--- config.mk ---
export PLATFORM = sky130hd
export DESIGN_NAME = cst_core
export DESIGN_NICKNAME = d
export VERILOG_FILES = /design/src/cst_pkg.sv /design/src/cst_core.sv /design/src/cst_alu.sv
export SDC_FILE = /design/constraint.sdc
export NUM_CORES = 1
export LEC_CHECK = 0
export BUFFER_PORTS_ARGS = -buffer_cell sky130_fd_sc_hd__buf_4
export CORE_MARGIN = 2
export CORE_UTILIZATION = 62
export DETAILED_ROUTE_END_ITERATION = 12
export PLACE_DENSITY = 0.83
export SYNTH_ARGS = -nofsm -noshare
export SYNTH_HDL_FRONTEND = slang
export SYNTH_HIERARCHICAL = 1
export SYNTH_SLANG_ARGS = --single-unit
--- constraint.sdc ---
create_clock -name core_clk_i -period 4.5 [get_ports core_clk_i]
set_input_delay 0.45 -clock core_clk_i [delete_from_list [all_inputs] [get_ports core_clk_i]]
set_output_delay 0.45 -clock core_clk_i [all_outputs]
set_load 0.005 [all_outputs]
--- src/cst_pkg.sv ---
// Constants, opcodes, flag positions and cycle counts for the instruction subset.
// Assumes a byte-wide memory that answers reads within the same clock cycle.
// Summary of operation
// - Subtract takes the memory byte from A, updates N, Z and C, keeps H and I, and runs 2/3/4/5/4/3 cycles.
// - The software trap (83) runs 10 cycles, bumps PC, pushes PC low, PC high, X, A, flags, then sets I and loads the vector.
// - Opcode 97 copies A into X in 2 cycles and leaves every flag alone.
// - Opcode 9F copies X into A in 2 cycles and leaves every flag alone.
// - The test opcodes set N and Z from the operand only, keep C, and run 4/3/3/5/4 cycles.
// - Extended addressing fetches the high then low address byte to form the 16-bit address.
// - Word-offset indexing fetches high then low offset bytes and adds them to X.
// - Byte-offset indexing fetches one offset byte and adds it to X.
// - Bit-test-and-branch reads a direct address byte then a relative offset added to PC when taken.
// - Return from trap increments SP before each pull and restores flags, A, X, PC high, PC low.
package cst_pkg;
   localparam logic [7:0]  OP_SOFTWARE_TRAP      = 8'h83;
   localparam logic [7:0]  OP_RETURN_FROM_TRAP   = 8'h80;
   localparam logic [7:0]  OP_COPY_ACC_TO_INDEX  = 8'h97;
   localparam logic [7:0]  OP_COPY_INDEX_TO_ACC  = 8'h9f;
   localparam logic [7:0]  OP_TEST_ACC           = 8'h4d;
   localparam logic [3:0]  LO_SUB                = 4'h0;
   localparam logic [3:0]  LO_TEST               = 4'hd;
   localparam logic [3:0]  HI_BIT_BRANCH         = 4'h0;
   // Subtract columns
   localparam logic [3:0]  HI_IMMEDIATE_OPERAND  = 4'ha;
   localparam logic [3:0]  HI_DIRECT             = 4'hb;
   localparam logic [3:0]  HI_EXTENDED_ABSOLUTE  = 4'hc;
   localparam logic [3:0]  HI_INDEXED_WORD       = 4'hd;
   localparam logic [3:0]  HI_INDEXED_BYTE       = 4'he;
   localparam logic [3:0]  HI_INDEXED_NONE       = 4'hf;
   // Test columns
   localparam logic [3:0]  HI_TST_DIRECT         = 4'h3;
   localparam logic [3:0]  HI_TST_ACC            = 4'h4;
   localparam logic [3:0]  HI_TST_INDEX          = 4'h5;
   localparam logic [3:0]  HI_TST_BYTE           = 4'h6;
   localparam logic [3:0]  HI_TST_NONE           = 4'h7;
   // Cycle counts
   localparam logic [3:0]  CYC_SUB_IMM           = 4'h2;
   localparam logic [3:0]  CYC_SUB_DIR           = 4'h3;
   localparam logic [3:0]  CYC_SUB_EXT           = 4'h4;
   localparam logic [3:0]  CYC_SUB_IX2           = 4'h5;
   localparam logic [3:0]  CYC_SUB_IX1           = 4'h4;
   localparam logic [3:0]  CYC_SUB_IX            = 4'h3;
   localparam logic [3:0]  CYC_TST_DIR           = 4'h4;
   localparam logic [3:0]  CYC_TST_INH           = 4'h3;
   localparam logic [3:0]  CYC_TST_IX1           = 4'h5;
   localparam logic [3:0]  CYC_TST_IX            = 4'h4;
   localparam logic [3:0]  CYC_TRAP              = 4'ha;
   localparam logic [3:0]  CYC_RETURN            = 4'h9;
   localparam logic [3:0]  CYC_COPY              = 4'h2;
   localparam logic [3:0]  CYC_BIT_BRANCH        = 4'h5;
   localparam logic [3:0]  CYC_OTHER             = 4'h2;
   // Flag positions in condition_flags_reg
   localparam int          FLG_H                 = 4;
   localparam int          FLG_I                 = 3;
   localparam int          FLG_N                 = 2;
   localparam int          FLG_Z                 = 1;
   localparam int          FLG_C                 = 0;
   // Reset values and addresses
   localparam logic [4:0]  FLAGS_RST             = 5'h08;
   localparam logic [7:0]  SP_RST                = 8'hff;
   localparam logic [7:0]  STACK_PAGE            = 8'h00;
   localparam logic [7:0]  ZERO_PAGE             = 8'h00;
   localparam logic [15:0] PC_RST                = 16'h0000;
   localparam logic [15:0] TRAP_VECTOR_ADDR      = 16'hfffc;
   localparam logic [2:0]  STACK_LAST            = 3'h4;
   typedef enum logic [9:0] {
      CST_FETCH = 10'h001,
      CST_OPND1 = 10'h002,
      CST_OPND2 = 10'h004,
      CST_READ  = 10'h008,
      CST_REL   = 10'h010,
      CST_INH   = 10'h020,
      CST_PUSH  = 10'h040,
      CST_PULL  = 10'h080,
      CST_VECH  = 10'h100,
      CST_PAD   = 10'h200
   } cst_state_t;
endpackage

--- src/cst_core.sv ---
// Sequencer for subtract, test, register copies, software trap, return and bit branches.
// Assumes memory returns mem_rdata_i in the same cycle that mem_rd_o and mem_addr_o stand.
`timescale 1ns/1ps
module cst_core
   import cst_pkg::*;
#(
   parameter logic [15:0] TRAP_VECTOR = TRAP_VECTOR_ADDR
)(
   input  wire logic        core_clk_i,
   input  wire logic        nrst_i,
   input  wire logic [7:0]  mem_rdata_i,
   output logic [15:0]      mem_addr_o,
   output logic             mem_rd_o,
   output logic             mem_wr_o,
   output logic [7:0]       mem_wdata_o,
   output logic             opcode_fetch_o,
   output logic [7:0]       acc_o,
   output logic [7:0]       idx_o,
   output logic [7:0]       sp_o,
   output logic [15:0]      pc_o,
   output logic [4:0]       condition_flags_reg_o
);
   cst_state_t  state_ff;
   logic [15:0] pc_ff;
   logic [15:0] ea_ff;
   logic [15:0] addr_ff;
   logic [7:0]  acc_ff;
   logic [7:0]  idx_ff;
   logic [7:0]  sp_ff;
   logic [7:0]  op_ff;
   logic [7:0]  hold_ff;
   logic [7:0]  wdata_ff;
   logic [4:0]  flags_ff;
   logic [3:0]  cnt_ff;
   logic [2:0]  step_ff;
   logic        rd_ff;
   logic        wr_ff;
   logic        bit_ff;
   logic [7:0]  alu_b;
   logic [7:0]  alu_res;
   logic        alu_n;
   logic        alu_z;
   logic        alu_c;
   logic        is_tst;

   function automatic logic [3:0] cycles_of(input logic [7:0] op);
      logic [3:0] c;
      c = CYC_OTHER;
      if (op[3:0] == LO_SUB && op[7:4] >= HI_IMMEDIATE_OPERAND) begin
         unique case (op[7:4])
            HI_IMMEDIATE_OPERAND: c = CYC_SUB_IMM;
            HI_DIRECT:            c = CYC_SUB_DIR;
            HI_EXTENDED_ABSOLUTE: c = CYC_SUB_EXT;
            HI_INDEXED_WORD:      c = CYC_SUB_IX2;
            HI_INDEXED_BYTE:      c = CYC_SUB_IX1;
            default:              c = CYC_SUB_IX;
         endcase
      end else if (op[3:0] == LO_TEST && op[7:4] >= HI_TST_DIRECT && op[7:4] <= HI_TST_NONE) begin
         unique case (op[7:4])
            HI_TST_DIRECT: c = CYC_TST_DIR;
            HI_TST_BYTE:   c = CYC_TST_IX1;
            HI_TST_NONE:   c = CYC_TST_IX;
            default:       c = CYC_TST_INH;
         endcase
      end else if (op[7:4] == HI_BIT_BRANCH) begin
         c = CYC_BIT_BRANCH;
      end else if (op == OP_SOFTWARE_TRAP) begin
         c = CYC_TRAP;
      end else if (op == OP_RETURN_FROM_TRAP) begin
         c = CYC_RETURN;
      end else if (op == OP_COPY_ACC_TO_INDEX || op == OP_COPY_INDEX_TO_ACC) begin
         c = CYC_COPY;
      end
      return c;
   endfunction

   function automatic logic is_test(input logic [7:0] op);
      return op[3:0] == LO_TEST && op[7:4] >= HI_TST_DIRECT && op[7:4] <= HI_TST_NONE;
   endfunction

   // Pad to the documented count; cnt_ff is the cycle index after the opcode fetch
   function automatic cst_state_t finish(input logic [3:0] cnt, input logic [7:0] op);
      return (4'(cnt + 4'h1) >= cycles_of(op)) ? CST_FETCH : CST_PAD;
   endfunction

   assign is_tst = is_test(op_ff);
   assign alu_b  = (state_ff == CST_INH) ? ((op_ff == OP_TEST_ACC) ? acc_ff : idx_ff) : mem_rdata_i;

   cst_alu u_alu (
      .a_i      (acc_ff),
      .b_i      (alu_b),
      .test_i   (is_tst),
      .res_o    (alu_res),
      .neg_o    (alu_n),
      .zero_o   (alu_z),
      .borrow_o (alu_c)
   );

   // Cycle index within the current instruction
   always_ff @(posedge core_clk_i or negedge nrst_i) begin
      if (!nrst_i) begin
         cnt_ff <= 4'h0;
      end else if (state_ff == CST_FETCH) begin
         cnt_ff <= 4'h1;
      end else begin
         cnt_ff <= 4'(cnt_ff + 4'h1);
      end
   end

   // Main sequencer: registers, bus and state move together
   always_ff @(posedge core_clk_i or negedge nrst_i) begin
      if (!nrst_i) begin
         state_ff <= CST_FETCH;
         pc_ff    <= PC_RST;
         ea_ff    <= 16'h0000;
         addr_ff  <= PC_RST;
         acc_ff   <= 8'h00;
         idx_ff   <= 8'h00;
         sp_ff    <= SP_RST;
         op_ff    <= 8'h00;
         hold_ff  <= 8'h00;
         wdata_ff <= 8'h00;
         flags_ff <= FLAGS_RST;
         step_ff  <= 3'h0;
         rd_ff    <= 1'b1;
         wr_ff    <= 1'b0;
         bit_ff   <= 1'b0;
      end else begin
         rd_ff <= 1'b0;
         wr_ff <= 1'b0;
         unique case (state_ff)
            CST_FETCH: begin
               op_ff <= mem_rdata_i;
               pc_ff <= pc_ff + 16'h0001;
               if (mem_rdata_i == OP_COPY_ACC_TO_INDEX) begin
                  idx_ff   <= acc_ff;
                  state_ff <= CST_PAD;
               end else if (mem_rdata_i == OP_COPY_INDEX_TO_ACC) begin
                  acc_ff   <= idx_ff;
                  state_ff <= CST_PAD;
               end else if (mem_rdata_i == OP_SOFTWARE_TRAP) begin
                  step_ff  <= 3'h0;
                  addr_ff  <= {STACK_PAGE, sp_ff};
                  wdata_ff <= pc_ff[7:0] + 8'h01;
                  wr_ff    <= 1'b1;
                  state_ff <= CST_PUSH;
               end else if (mem_rdata_i == OP_RETURN_FROM_TRAP) begin
                  step_ff  <= 3'h0;
                  sp_ff    <= sp_ff + 8'h01;
                  addr_ff  <= {STACK_PAGE, 8'(sp_ff + 8'h01)};
                  rd_ff    <= 1'b1;
                  state_ff <= CST_PULL;
               end else if (is_test(mem_rdata_i) && (mem_rdata_i[7:4] == HI_TST_ACC
                            || mem_rdata_i[7:4] == HI_TST_INDEX)) begin
                  state_ff <= CST_INH;
               end else if ((is_test(mem_rdata_i) && mem_rdata_i[7:4] == HI_TST_NONE)
                            || (mem_rdata_i[3:0] == LO_SUB && mem_rdata_i[7:4] == HI_INDEXED_NONE)) begin
                  addr_ff  <= {ZERO_PAGE, idx_ff};
                  rd_ff    <= 1'b1;
                  state_ff <= CST_READ;
               end else if (is_test(mem_rdata_i) || mem_rdata_i[7:4] == HI_BIT_BRANCH
                            || (mem_rdata_i[3:0] == LO_SUB && mem_rdata_i[7:4] >= HI_IMMEDIATE_OPERAND)) begin
                  addr_ff  <= pc_ff + 16'h0001;
                  rd_ff    <= 1'b1;
                  state_ff <= CST_OPND1;
               end else begin
                  state_ff <= CST_PAD;          // Unsupported opcodes idle as a 2-cycle no-op
               end
            end
            CST_OPND1: begin
               pc_ff <= pc_ff + 16'h0001;
               if (op_ff[7:4] == HI_IMMEDIATE_OPERAND) begin
                  acc_ff   <= alu_res;
                  flags_ff[FLG_N] <= alu_n;
                  flags_ff[FLG_Z] <= alu_z;
                  flags_ff[FLG_C] <= alu_c;
                  state_ff <= finish(cnt_ff, op_ff);
                  addr_ff  <= pc_ff + 16'h0001;
                  rd_ff    <= (finish(cnt_ff, op_ff) == CST_FETCH);
               end else if (op_ff[7:4] == HI_EXTENDED_ABSOLUTE || op_ff[7:4] == HI_INDEXED_WORD) begin
                  hold_ff  <= mem_rdata_i;
                  addr_ff  <= pc_ff + 16'h0001;
                  rd_ff    <= 1'b1;
                  state_ff <= CST_OPND2;
               end else begin
                  if (op_ff[7:4] == HI_INDEXED_BYTE || op_ff[7:4] == HI_TST_BYTE) begin
                     addr_ff <= {ZERO_PAGE, idx_ff} + {ZERO_PAGE, mem_rdata_i};
                  end else begin
                     addr_ff <= {ZERO_PAGE, mem_rdata_i};
                  end
                  rd_ff    <= 1'b1;
                  state_ff <= CST_READ;
               end
            end
            CST_OPND2: begin
               pc_ff <= pc_ff + 16'h0001;
               if (op_ff[7:4] == HI_INDEXED_WORD) begin
                  addr_ff <= {hold_ff, mem_rdata_i} + {ZERO_PAGE, idx_ff};
               end else begin
                  addr_ff <= {hold_ff, mem_rdata_i};
               end
               rd_ff    <= 1'b1;
               state_ff <= CST_READ;
            end
            CST_READ: begin
               if (op_ff[7:4] == HI_BIT_BRANCH) begin
                  bit_ff          <= mem_rdata_i[op_ff[3:1]] ^ op_ff[0];
                  flags_ff[FLG_C] <= mem_rdata_i[op_ff[3:1]];
                  addr_ff         <= pc_ff;
                  rd_ff           <= 1'b1;
                  state_ff        <= CST_REL;
               end else begin
                  if (!is_tst) begin
                     acc_ff          <= alu_res;
                     flags_ff[FLG_C] <= alu_c;
                  end
                  flags_ff[FLG_N] <= alu_n;
                  flags_ff[FLG_Z] <= alu_z;
                  addr_ff         <= pc_ff;
                  rd_ff           <= (finish(cnt_ff, op_ff) == CST_FETCH);
                  state_ff        <= finish(cnt_ff, op_ff);
               end
            end
            CST_REL: begin
               // Taken branch lands relative to the address after the offset byte
               pc_ff    <= pc_ff + 16'h0001 + (bit_ff ? {{8{mem_rdata_i[7]}}, mem_rdata_i} : 16'h0000);
               state_ff <= CST_PAD;
            end
            CST_INH: begin
               flags_ff[FLG_N] <= alu_n;
               flags_ff[FLG_Z] <= alu_z;
               addr_ff         <= pc_ff;
               rd_ff           <= (finish(cnt_ff, op_ff) == CST_FETCH);
               state_ff        <= finish(cnt_ff, op_ff);
            end
            CST_PUSH: begin
               sp_ff   <= sp_ff - 8'h01;
               step_ff <= step_ff + 3'h1;
               if (step_ff == STACK_LAST) begin
                  flags_ff[FLG_I] <= 1'b1;
                  addr_ff         <= TRAP_VECTOR;
                  rd_ff           <= 1'b1;
                  state_ff        <= CST_VECH;
               end else begin
                  addr_ff <= {STACK_PAGE, 8'(sp_ff - 8'h01)};
                  wr_ff   <= 1'b1;
                  unique case (step_ff)
                     3'h0:    wdata_ff <= pc_ff[15:8];
                     3'h1:    wdata_ff <= idx_ff;
                     3'h2:    wdata_ff <= acc_ff;
                     default: wdata_ff <= {3'h0, flags_ff};
                  endcase
               end
            end
            CST_VECH: begin
               if (addr_ff == TRAP_VECTOR) begin
                  pc_ff[15:8] <= mem_rdata_i;
                  addr_ff     <= TRAP_VECTOR + 16'h0001;
                  rd_ff       <= 1'b1;
               end else begin
                  pc_ff[7:0]  <= mem_rdata_i;
                  state_ff    <= CST_PAD;
               end
            end
            CST_PULL: begin
               step_ff <= step_ff + 3'h1;
               unique case (step_ff)
                  3'h0:    flags_ff      <= mem_rdata_i[4:0];
                  3'h1:    acc_ff        <= mem_rdata_i;
                  3'h2:    idx_ff        <= mem_rdata_i;
                  3'h3:    pc_ff[15:8]   <= mem_rdata_i;
                  default: pc_ff[7:0]    <= mem_rdata_i;
               endcase
               if (step_ff == STACK_LAST) begin
                  state_ff <= CST_PAD;
               end else begin
                  sp_ff   <= sp_ff + 8'h01;
                  addr_ff <= {STACK_PAGE, 8'(sp_ff + 8'h01)};
                  rd_ff   <= 1'b1;
               end
            end
            CST_PAD: begin
               addr_ff  <= pc_ff;
               rd_ff    <= (finish(cnt_ff, op_ff) == CST_FETCH);
               state_ff <= finish(cnt_ff, op_ff);
            end
         endcase
      end
   end

   assign mem_addr_o            = addr_ff;
   assign mem_rd_o              = rd_ff;
   assign mem_wr_o              = wr_ff;
   assign mem_wdata_o           = wdata_ff;
   assign opcode_fetch_o        = state_ff[0];   // Fetch is the one-hot bit 0, no decode
   assign acc_o                 = acc_ff;
   assign idx_o                 = idx_ff;
   assign sp_o                  = sp_ff;
   assign pc_o                  = pc_ff;
   assign condition_flags_reg_o = flags_ff;
endmodule

--- src/cst_alu.sv ---
// Subtract and test arithmetic with flag results.
// Assumes the caller decides which flags to write back.
`timescale 1ns/1ps
module cst_alu
   import cst_pkg::*;
(
   input  wire logic [7:0] a_i,
   input  wire logic [7:0] b_i,
   input  wire logic       test_i,
   output logic [7:0]      res_o,
   output logic            neg_o,
   output logic            zero_o,
   output logic            borrow_o
);
   logic [8:0] diff;
   always_comb begin
      diff     = {1'b0, a_i} - {1'b0, b_i};
      res_o    = test_i ? b_i : diff[7:0];
      neg_o    = res_o[7];
      zero_o   = (res_o == 8'h00);
      borrow_o = test_i ? 1'b0 : diff[8];
   end
endmodule

==> impl_metrics.toml <==
[status]
outcome = "complete, no violations"

[synthesis]
synth_top_family_by_area = "simple AND/OR/NAND/NOR gates"
async_flop_share_pct = 100
syn-num-nets = 1261
synthAdderAreaFrac_pct = 7.28
synth_ff_type = "dfrtp_1"
synth_compound_area_share_pct = 23.8
yosysWarnings = 6
synthTopCellsByArea = "dfrtp_1 (25%), ha_1 (6.7%), nand2_1 (6.3%)"
synthSimpleGateAreaFrac_pct = 24.8
synthMostInstantiatedCell = "nand2_1"
synthMuxAreaShare_pct = 6.03
synth_edf_count = 0
synthCells = 1197
netlist.top_cell.by_area = "dfrtp_1"
ys_seq_area_share_pct = 27.6
syn_area_per_cell_um2 = 8.01
yosysTopAreaCellShare_pct = 24.5
syn_area_um2 = 9580
synthDistinctLibCells = 89
ys_ff_latch = 105
synth-xor-area-share_pct = 5.03
synth_common_cells = "nand2_1 (160), nor2_1 (104), dfrtp_1 (94), o21ai_0 (93), a21oi_1 (77)"

[critical_path]
start_kind = "flop"
worstRegToRegCells = 16
crit_type = "reg2reg"
rr_endpoint = "condition_flags_reg_o[1]$_DFFE_PN0P_"
rrSetupSlack_ns = 0.35
arrival_ns = 4.45
crit_required_ns = 4.80
cp_max_fo = 12
endpoint_kind = "flop"
timing.rr.start = "state_ff[1]$_DFFE_PN0P_"

[place]
dpl_cell_area_um2 = 10200
io_buffers = 81
dp_hpwl_um = 22900
dp_cells = 1408
place.gp.congestion = 0.996

[detailed_routing]
drtAntennaViolNets = 0
drt_iter0_markers = 1382
vias = 10018
vias_per_cell = 7.04
routed_wl_um = 31200
first_pass_iters = 6
route.detailed.drc = 0
wl_per_cell_um = 21.9

[grt]
grt_usage_pct = 38.2
overflow = 0
grt_max_degree = 68
antenna_found_initial = 3
grt_pass1_wl_um = 49300
grt_pass1_vias = 8920

[finish]
utilization_pct = 69.1
drive_above_1_share_pct = 14.5
diodes = 0
syn2layout_area_growth_pct = 9.27
fillers = 1262
stdcell_area_um2 = 10500
instances_no_fill = 1424
fin_nets = 1295

[power]
switchingPower_mw = 3.12
switching_share_pct = 47.7
clockPowerShare_pct = 12.8
pwr-share-comb_pct = 60.3
intPower_mw = 3.43
vdd_drop_max_uv = 305
powerDensity_nw_per_um2 = 626
power_frac_seq_pct = 26.9
power_leakage_nw = 4.52

[floorplan]
initial_core_util_pct = 63.3
die_h_um = 128
fp.coreArea_um2 = 15100
row_count = 45
dieArea_um2 = 16500
ios = 82
dieWidth_um = 128

[clock_tree]
clockBufferDepth = 2
cts-root-buf = "clkbuf_16"
clk_pin_slew_ns = 0.08
postCtsHoldBufs = 0
cts_setup_buffers = 0
cts_resized = 0
clk_latency_ns = 0.36
cts_htree_levels = 3
clock_sinks = 105
cts_tree = "built"
cts_buffers = 9

[timing]
fin_crit_ns = 4.15
relSlewSlack_pct = 18.9
tns_ns = 0
rsz0062_at_grt = "no"
fmax_ghz = 0.241
tightest_slew_ns = 1.21
report.final.hold_viol_count = 0
maxSlewViolCount = 0
finalClockSkew_ns = 0.00988
period_share_pct = 92.2
setup_viol = 0

[worst_hold_path]
hold_class = "in2async"

[run]
maxCapViolCount = 0
## final cells by class
class                           count  area (um^2)  area share (%)
Multi-Input combinational cell    978         6420            61.3
Sequential cell                   105         2640            25.2
Timing Repair Buffer               94          706            6.74
Clock buffer                       11          243            2.32
Tap cell                          188          235            2.25
Inverter                           43          161            1.54
Clock inverter                      5         63.8           0.609
## state kept, by name, indices dropped and copies added, names as in the netlist, 3 cells and up
register               flops
mem_wdata_o                8
hold_ff                    8
acc_o                      8
condition_flags_reg_o      5
step_ff                    3
sp_o                       8
pc_o                      16
op_ff                      8
mem_addr_o                16
state_ff                  10
idx_o                      8
cnt_ff                     4
## logic make-up (layout without fill, tap and decap cells)
kind of cell	after synthesis	after routing
AO/OA/AOI/OAI	343	343
XOR/XNOR	55	55
adder cells (fa/ha/maj)	54	54
multiplexers	52	52
flip-flops	105	105
buffers and inverters	114	153
AND/OR/NAND/NOR	474	474
## layout by cell type (no fill, tap or decap), types with 6 or more instances in the layout
master       n
a22oi_1     18
mux2_2      25
and2_1      15
a22o_1       6
mux2i_1     24
o22ai_1      7
a211oi_1    16
o211ai_1    13
a31oi_1     15
o21ai_0     93
inv_1       43
nand4b_1     8
dfrtp_1     94
buf_4       94
a21oi_1     77
nand3b_1     6
a221oi_1     6
nand2b_1    15
nand4_1     11
nand3_1     39
nand2_1    160
a21o_1      21
nor2_1     104
nor2b_1     10
or3_1        8
xnor2_1     32
xor2_1      23
o32a_1       7
ha_1        51
and3_1      17
dfstp_2     11
nor4_1      16
nor3_1      31
clkbuf_16    9
## per-stage QoR
step / hold slack, ns / setup WS [ns] / total power, mW
global placement: 0.499 / 0.474 / 5.48
finish: 0.189 / 0.353 / 6.55
CTS: 0.255 / 0.402 / 6.43
global route: 0.278 / 0.0685 / 6.99
floorplan: 0.154 / 0.729 / 4.45
detailed placement: 0.501 / 0.444 / 5.57
## worst max-delay path by stage
stage / cells after the start / from / slack [ns] / end
5_1_grt: 16 / state_ff[1]$_DFFE_PN0P_ / 0.07 / condition_flags_reg_o[1]$_DFFE_PN0P_
3_3_place_gp: 16 / state_ff[1]$_DFFE_PN0P_ / 0.47 / condition_flags_reg_o[1]$_DFFE_PN0P_
4_1_cts: 16 / state_ff[1]$_DFFE_PN0P_ / 0.40 / condition_flags_reg_o[1]$_DFFE_PN0P_
2_1_floorplan: 19 / op_ff[1]$_DFFE_PN0P_ / 0.73 / condition_flags_reg_o[1]$_DFFE_PN0P_
3_5_place_dp: 16 / state_ff[1]$_DFFE_PN0P_ / 0.44 / condition_flags_reg_o[1]$_DFFE_PN0P_
6_report: 16 / state_ff[1]$_DFFE_PN0P_ / 0.35 / condition_flags_reg_o[1]$_DFFE_PN0P_
## power groups by stage
stage	Combinational [mW]	Sequential, mW	Clock (mW)
2_1_floorplan	2.92	1.53	0
3_3_place_gp	3.73	1.74	0
3_5_place_dp	3.82	1.75	0
4_1_cts	3.85	1.74	0.840
5_1_grt	4.32	1.79	0.877
6_report	3.95	1.76	0.838
## layer usage
layer  track usage (%)  wire (um)  vias up
met5                 0         11        -
met4              14.5       1280        2
met3              10.2       3720      139
met2              58.0      13500      710
met1              52.5      12700     4714
li1                  -          -     4453
## critical path, stage by stage (launching register included)
cell and delay, ns:
dfrtp_1 0.49, or4_4 0.62, nor3_1 0.22, nand4b_1 0.27, o21ai_0 0.36, ha_1 0.24
inv_1 0.06, fa_1 0.40, a211oi_1 0.25, nor2_1 0.11, a31oi_1 0.27, xnor2_1 0.17
o21ai_2 0.09, nor4_2 0.28, nand2_1 0.08, nand2_1 0.07, mux2_2 0.14
Note: power is estimated with default switching activity, not from simulation.
